`src/inc/ltdt_pkg.sv`:
```
// package for the latency descriptor table block
package ltdt_pkg;

    // one latency slot: support flag and selecting pattern
    typedef struct packed {
        logic sup;
        logic [4:0] pat;
    } ltdt_slot_s;

    // descriptor word: five slots from the top, two reserved bits
    typedef struct packed {
        ltdt_slot_s s0;
        ltdt_slot_s s1;
        ltdt_slot_s s2;
        ltdt_slot_s s3;
        ltdt_slot_s s4;
        logic [1:0] rsvd;
    } ltdt_word_s;

    // register bus request as seen inside the block
    typedef struct packed {
        logic wr;
        logic rd;
        logic [11:0] addr;
        logic [31:0] wdata;
    } ltdt_req_s;

    // register byte addresses
    localparam logic [11:0] LTDT_OFF_WORD_A = 12'h194;
    localparam logic [11:0] LTDT_OFF_WORD_B = 12'h198;
    localparam logic [11:0] LTDT_OFF_WORD_C = 12'h19C;
    localparam logic [11:0] LTDT_OFF_LAT_CFG = 12'h200;
    localparam logic [11:0] LTDT_OFF_LAT_STAT = 12'h204;

    // latency setting field and dummy count width
    localparam int LTDT_LAT_W = 4;
    localparam int LTDT_LAT_LSB = 0;
    localparam logic [3:0] LTDT_LAT_RESET = 4'h8;
    localparam int LTDT_CNT_W = 5;

    // selecting patterns
    localparam logic [4:0] LTDT_PAT_NONE = 5'h00;
    localparam logic [4:0] LTDT_PAT_28 = 5'h0F;
    localparam logic [4:0] LTDT_PAT_26 = 5'h0D;
    localparam logic [4:0] LTDT_PAT_24 = 5'h0B;
    localparam logic [4:0] LTDT_PAT_22 = 5'h09;
    localparam logic [4:0] LTDT_PAT_20 = 5'h08;
    localparam logic [4:0] LTDT_PAT_18 = 5'h07;
    localparam logic [4:0] LTDT_PAT_16 = 5'h06;
    localparam logic [4:0] LTDT_PAT_14 = 5'h05;
    localparam logic [4:0] LTDT_PAT_12 = 5'h04;
    localparam logic [4:0] LTDT_PAT_10 = 5'h03;
    localparam logic [4:0] LTDT_PAT_8 = 5'h02;
    localparam logic [4:0] LTDT_PAT_6 = 5'h01;

    // dummy cycle count per setting value, index 0 in the low bits
    localparam logic [79:0] LTDT_CYC_LUT = {
        5'h1C, 5'h1A, 5'h1A, 5'h18, 5'h18, 5'h16, 5'h16, 5'h14,
        5'h12, 5'h10, 5'h0E, 5'h0C, 5'h0A, 5'h08, 5'h06, 5'h04
    };

    // status fields
    localparam int LTDT_STAT_BUSY = 8;

endpackage

```
`src/hw/ltdt_top.sv`:
```
// latency descriptor table with latency setting and dummy cycle counter
//
// Behaviour
// 28 dummy cycles flagged supported, pattern 01111b.
// 26 cycles supported, pattern 01101b in bits 18:14.
// 24 cycles supported, pattern 01011b in bits 12:8.
// 22 cycles supported, pattern 01001b in bits 6:2; bits 1:0 zero.
// next word: 20 cycles flagged in bit 31, pattern 01000b at 30:26.
// 18 cycles supported, pattern 00111b.
// 16 cycles supported, pattern 00110b.
// 14 cycles supported, pattern 00101b.
// 12 cycles supported, pattern 00100b.
// third word: 10 cycles flagged in bit 31, pattern 00011b.
// 8 cycles supported, pattern 00010b.
// 6 cycles supported, pattern 00001b.
// 4 cycles unsupported, flag and pattern zero.
// 2 cycles unsupported, flag and pattern zero.
// bytes 196h and 197h read FBh and 02h.
// bytes 19Ch to 19Fh read 00h, 40h, 28h, 8Eh.
// 30 cycles unsupported, flag and pattern zero.
// latency setting is a writable, readable four-bit field at bit 0.
// selected dummy cycles inserted between address phase and first data.
//
// Our own choice: the strobed register port.
`timescale 1ns/1ps
module ltdt_top (
    // clock and reset
    input wire logic clk_i,
    input wire logic reset_n_i,
    // register port
    input wire logic [11:0] addr_i,
    input wire logic [31:0] wdata_i,
    input wire logic wr_i,
    input wire logic rd_i,
    output logic [31:0] rdata_o,
    // read sequencer
    input wire logic sck_tick_i,
    input wire logic addr_done_i,
    output logic dummy_busy_o,
    output logic data_start_o,
    output logic [3:0] lat_sel_o
);

    ltdt_pkg::ltdt_req_s req;
    ltdt_pkg::ltdt_word_s word_a;
    ltdt_pkg::ltdt_word_s word_b;
    ltdt_pkg::ltdt_word_s word_c;

    logic [31:0] rdata_r, rdata_nxt;
    logic [3:0] lat_r, lat_nxt;
    logic [4:0] cnt_r, cnt_nxt;
    logic busy_r, busy_nxt;
    logic start_r, start_nxt;
    logic [4:0] sel_cycles;

    assign req = '{wr: wr_i, rd: rd_i, addr: addr_i, wdata: wdata_i};

    // fixed descriptor words; word a upper half answers bytes 196h/197h
    always_comb begin
        word_a.s0 = '{sup: 1'b0, pat: ltdt_pkg::LTDT_PAT_NONE};
        word_a.s1 = '{sup: 1'b1, pat: ltdt_pkg::LTDT_PAT_28};
        word_a.s2 = '{sup: 1'b1, pat: ltdt_pkg::LTDT_PAT_26};
        word_a.s3 = '{sup: 1'b1, pat: ltdt_pkg::LTDT_PAT_24};
        word_a.s4 = '{sup: 1'b1, pat: ltdt_pkg::LTDT_PAT_22};
        word_a.rsvd = 2'h0;
        word_b.s0 = '{sup: 1'b1, pat: ltdt_pkg::LTDT_PAT_20};
        word_b.s1 = '{sup: 1'b1, pat: ltdt_pkg::LTDT_PAT_18};
        word_b.s2 = '{sup: 1'b1, pat: ltdt_pkg::LTDT_PAT_16};
        word_b.s3 = '{sup: 1'b1, pat: ltdt_pkg::LTDT_PAT_14};
        word_b.s4 = '{sup: 1'b1, pat: ltdt_pkg::LTDT_PAT_12};
        word_b.rsvd = 2'h0;
        word_c.s0 = '{sup: 1'b1, pat: ltdt_pkg::LTDT_PAT_10};
        word_c.s1 = '{sup: 1'b1, pat: ltdt_pkg::LTDT_PAT_8};
        word_c.s2 = '{sup: 1'b1, pat: ltdt_pkg::LTDT_PAT_6};
        word_c.s3 = '{sup: 1'b0, pat: ltdt_pkg::LTDT_PAT_NONE};
        word_c.s4 = '{sup: 1'b0, pat: ltdt_pkg::LTDT_PAT_NONE};
        word_c.rsvd = 2'h0;
    end

    // register port: write setting, registered read data for one cycle
    always_comb begin
        lat_nxt = lat_r;
        rdata_nxt = 32'h0000_0000;
        if (req.wr && req.addr == ltdt_pkg::LTDT_OFF_LAT_CFG) begin
            lat_nxt = req.wdata[ltdt_pkg::LTDT_LAT_LSB +: ltdt_pkg::LTDT_LAT_W];
        end
        if (req.rd) begin
            unique case (req.addr)
                ltdt_pkg::LTDT_OFF_WORD_A: rdata_nxt = word_a;
                ltdt_pkg::LTDT_OFF_WORD_B: rdata_nxt = word_b;
                ltdt_pkg::LTDT_OFF_WORD_C: rdata_nxt = word_c;
                ltdt_pkg::LTDT_OFF_LAT_CFG: begin
                    rdata_nxt[ltdt_pkg::LTDT_LAT_LSB +: ltdt_pkg::LTDT_LAT_W] = lat_r;
                end
                ltdt_pkg::LTDT_OFF_LAT_STAT: begin
                    rdata_nxt[ltdt_pkg::LTDT_CNT_W-1:0] = cnt_r;
                    rdata_nxt[ltdt_pkg::LTDT_STAT_BUSY] = busy_r;
                end
                default: rdata_nxt = 32'h0000_0000;
            endcase
        end
    end

    always_ff @(posedge clk_i or negedge reset_n_i) begin
        if (!reset_n_i) begin
            lat_r <= ltdt_pkg::LTDT_LAT_RESET;
            rdata_r <= 32'h0000_0000;
        end else begin
            lat_r <= lat_nxt;
            rdata_r <= rdata_nxt;
        end
    end

    // setting sampled at the address phase end; a write mid-gap waits for the next read
    assign sel_cycles = ltdt_pkg::LTDT_CYC_LUT[lat_r*ltdt_pkg::LTDT_CNT_W +: ltdt_pkg::LTDT_CNT_W];

    always_comb begin
        cnt_nxt = cnt_r;
        busy_nxt = busy_r;
        start_nxt = 1'b0;
        if (addr_done_i) begin
            cnt_nxt = sel_cycles;
            busy_nxt = 1'b1;
        end else if (busy_r && sck_tick_i) begin
            cnt_nxt = cnt_r - 5'h01;
            if (cnt_r == 5'h01) begin
                busy_nxt = 1'b0;
                start_nxt = 1'b1;
            end
        end
    end

    always_ff @(posedge clk_i or negedge reset_n_i) begin
        if (!reset_n_i) begin
            cnt_r <= 5'h00;
            busy_r <= 1'b0;
            start_r <= 1'b0;
        end else begin
            cnt_r <= cnt_nxt;
            busy_r <= busy_nxt;
            start_r <= start_nxt;
        end
    end

    assign rdata_o = rdata_r;
    assign dummy_busy_o = busy_r;
    assign data_start_o = start_r;
    assign lat_sel_o = lat_r;

endmodule

```
`config.mk`:
```
export PLATFORM = sky130hd
export DESIGN_NAME = ltdt_top
export DESIGN_NICKNAME = d
export VERILOG_FILES = /design/src/inc/ltdt_pkg.sv /design/src/hw/ltdt_top.sv
export SDC_FILE = /design/constraint.sdc
export NUM_CORES = 1
export LEC_CHECK = 0
export BUFFER_PORTS_ARGS = -buffer_cell sky130_fd_sc_hd__buf_4
export CORE_MARGIN = 3
export CORE_UTILIZATION = 30
export DETAILED_ROUTE_END_ITERATION = 10
export GPL_TIMING_DRIVEN = 1
export SLEW_MARGIN = 20
export SYNTH_ARGS = -nofsm -noshare
export SYNTH_HDL_FRONTEND = slang
export SYNTH_SLANG_ARGS = --single-unit
```
`constraint.sdc`:
```
create_clock -name clk_i -period 3.1 [get_ports clk_i]
set_input_delay 0.155 -clock clk_i [delete_from_list [all_inputs] [get_ports clk_i]]
set_output_delay 0.155 -clock clk_i [all_outputs]
set_load 0.05 [all_outputs]
```
==> results.py <==
metrics = {
    "run_status": {
        "outcome": "complete, no violations",
    },
    "critical_path": {
        "worstPathRequired_ps": 3250,
        "worst_setup_path_start_kind": "flop",
        "critPathTopFamily": "flip-flops",
        "worst-endpoint-arrival_ps": 1530,
        "cp_num_buf_inv": 1,
        "maximum_fanout_count_along_the_critical_path": 5,
        "critical-path-max-stage-delay_ps": 420,
        "path_cells": "inv_1 -> ha_1 -> and3b_1 -> a211oi_1 -> a21oi_1",
        "endpoint_kind": "flop",
        "setup_cp_type": "reg -> reg",
        "critical_path.slowest_cell": "sky130_fd_sc_hd__dfrtp_1",
    },
    "die": {
        "initial_utilization_pct": 31.4,
        "chipWidth_um": 73.7,
        "num_rows": 24,
        "die_height_um": 73.7,
        "die_outline_area_um2": 5440,
        "top_level_ports": 88,
        "core_area_um2": 4380,
    },
    "job": {
        "max-cap-violations": 0,
    },
    "logic_synthesis": {
        "synth_cells": 125,
        "mapped_cell_area_um2": 1380,
        "adder_cell_share_of_the_synthesized_area_pct": 4.55,
        "yosys.cell_types.count": 40,
        "primary_ff_master_synth": "sky130_fd_sc_hd__dfrtp_1",
        "post_synthesis_compound_gate_area_fraction_pct": 6.64,
        "number_of_enable_type_register_cells_in_the_synthesized_netlist": 0,
        "synth.avg_cell_area_um2": 11.0,
        "synth_mux_area_share_pct": 7.00,
        "synth-seq-cells": 26,
        "yosys_warnings": 0,
        "synth_simple_gate_area_share_pct": 20.7,
        "synth-async-reset-ratio_pct": 100,
        "synth-seq-area-share_pct": 47.4,
        "synthXorXnorAreaFrac_pct": 1.91,
        "synth_top_family_by_area": "simple AND/OR/NAND/NOR gates",
    },
    "timing": {
        "max_freq_mhz": 725,
        "finalHoldViolCount": 0,
        "setup_tns_ps": 0,
        "final_max_slew_viol_count": 0,
        "min_period_over_period_pct": 44.5,
        "period_minus_slack_ps": 1380,
        "timing.clock.skew_ps": 6.15,
        "number_of_failing_setup_endpoints_in_the_final_timing_report": 0,
        "grt_setup_unrepaired": "no",
    },
    "route": {
        "number_of_design_rule_violations_left_by_the_first_detailed_router_iteration": 35,
        "remaining_drc_errors": 0,
        "drt_first_pass_iters": 4,
        "route.detailed.wl_per_inst_um": 13.6,
        "detailroute.via_count": 1014,
        "drt_wl_total_um": 2970,
        "route.antenna.remaining_nets": 0,
        "viasPerCell": 4.63,
    },
    "finish": {
        "final_layout_size_suffix_gt1_share_pct": 39.5,
        "most-common-layout-cells": "sky130_fd_sc_hd__buf_4 (53), sky130_fd_sc_hd__dfrtp_1 (25), sky130_fd_sc_hd__nor3_1 (9), sky130_fd_sc_hd__nor2_1 (8), sky130_fd_sc_hd__conb_1 (6)",
        "area_delta_synth_final_pct": 28.5,
        "layout.cells.most_common": "sky130_fd_sc_hd__buf_4",
        "final_nets": 223,
        "antenna_cells": 0,
        "layout.cells.non_filler": 219,
    },
    "clock_tree": {
        "cts_sinks": 26,
        "number_of_setup_buffers_added_after_cts": 0,
        "clk-insertion-delay-late_ps": 260,
        "tritoncts": "yes",
        "cts-htree-levels": 1,
        "number_of_buffers_added_by_the_clock_tree_synthesis_step": 3,
        "clkSlewWorstSetupHoldPaths_ps": 80,
        "max-clock-path-buffers": 2,
        "cts_hold_repair.buffers": 1,
        "ctsRootBufferMaster": "sky130_fd_sc_hd__clkbuf_8",
        "cts_resized": 0,
    },
    "global_route": {
        "grt_overflow": 0,
        "grt_pass1_wl_um": 4720,
        "vias_in_the_first_global_route": 1033,
        "number_of_antenna_violations_at_the_first_check_in_global_routing": 0,
        "global_route.usage.total_pct": 11.1,
        "grt_start_max_net_pins": 27,
    },
    "min_path": {
        "timing.hold.worst.class": "in -> reg",
    },
    "placement": {
        "detailedPlacementHpwl_um": 2370,
        "gp_congestion": 0.847,
        "port_buffers": 53,
        "numPlacedInstances": 214,
    },
    "power_and_ir_drop": {
        "power.ir.vdd_worst_uv": 133,
        "leakage_nw": 0.898,
        "power-per-cell-area_nw_per_um2": 362,
    },
}
## Yosys cell counts (all sizes together), types with 2 or more instances
cell type	n	share of area, %
nor3b	2	1.1
nor2b	3	1.4
nor4	2	2.0
a211oi	2	1.1
dfrtp	25	45
buf	18	9.6
and4b	2	1.5
nand4	3	1.8
nor2	8	2.2
a21oi	4	1.5
clkbuf	3	0.82
inv	4	1.1
nand2	3	0.82
ha	5	4.5
xnor2	2	1.3
mux2	5	4.1
nor3	9	3.3
mux2i	4	2.9
nor4b	2	2.4
nand3	3	1.1
## path summary, 6_finish.rpt
check                                    startpoint                        to  slack, ps  cells past startpoint
setup / recovery               cnt_r[0]$_DFFE_PN0P_      cnt_r[1]$_DFFE_PN0P_       1720                      5
hold reg to reg            dummy_busy_o$_DFFE_PN0P_  dummy_busy_o$_DFFE_PN0P_        630                      1
max in group asynchronous                 reset_n_i  lat_sel_o[3]$_DFFE_PN1P_       2460                      2
setup reg to reg               cnt_r[0]$_DFFE_PN0P_      cnt_r[1]$_DFFE_PN0P_       1720                      5
hold / removal                            addr_i[3]      rdata_o[5]$_DFF_PN0_        110                      2
min in group asynchronous                 reset_n_i      rdata_o[0]$_DFF_PN0_        340                      2
## routing by layer
metal / share of wire, % / global-route usage [%]
met1: 39 / 11.8
met2: 55 / 21.5
met3: 5.7 / 1.92
met4: 0.67 / 3.62
met5: 0 / 0
## state kept, by name, summed over array words and instances, names as in the netlist
| signal | count |
|---|---|
| data_start_o | 1 |
| cnt_r | 5 |
| dummy_busy_o | 1 |
| rdata_o | 15 |
| lat_sel_o | 4 |
## report_power, final
part / switching, mW / internal (mW)
sequential: 0.00996 / 0.346
clock: 0.0950 / 0.0916
combinational: 0.0563 / 0.0413
total: 0.161 / 0.479
## cells by family (layout without fill, tap and decap cells)
logic type / after synthesis / in the layout
AND/OR/NAND/NOR: 43 / 43
flip-flops: 26 / 26
buffers and inverters: 25 / 62
AO/OA/AOI/OAI: 13 / 13
multiplexers: 9 / 9
adder cells (fa/ha/maj): 5 / 5
XOR/XNOR: 3 / 3
other: 1 / 6
## metrics by stage
step	setup WS (ps)	util, %	cell area (um^2)	hold WS (ps)	total power, mW
2_1_floorplan	1510	-	1400	-141	0.425
3_3_place_gp	1740	39.1	1710	78.8	0.458
3_5_place_dp	1730	39.1	1710	81.8	0.460
4_1_cts	1720	40.4	1770	101	0.650
5_1_grt	1560	40.4	1770	108	0.679
6_report	1720	40.4	1770	113	0.640
## area by class of cell
class	count	area, um^2
Tap cell	52	65.1
Inverter	4	15.0
Multi-Input combinational cell	79	584
Clock buffer	4	45.0
Sequential cell	26	652
Fill cell	444	2620
Timing Repair Buffer	54	408
No activity file was read; power rests on OpenSTA's default activity.
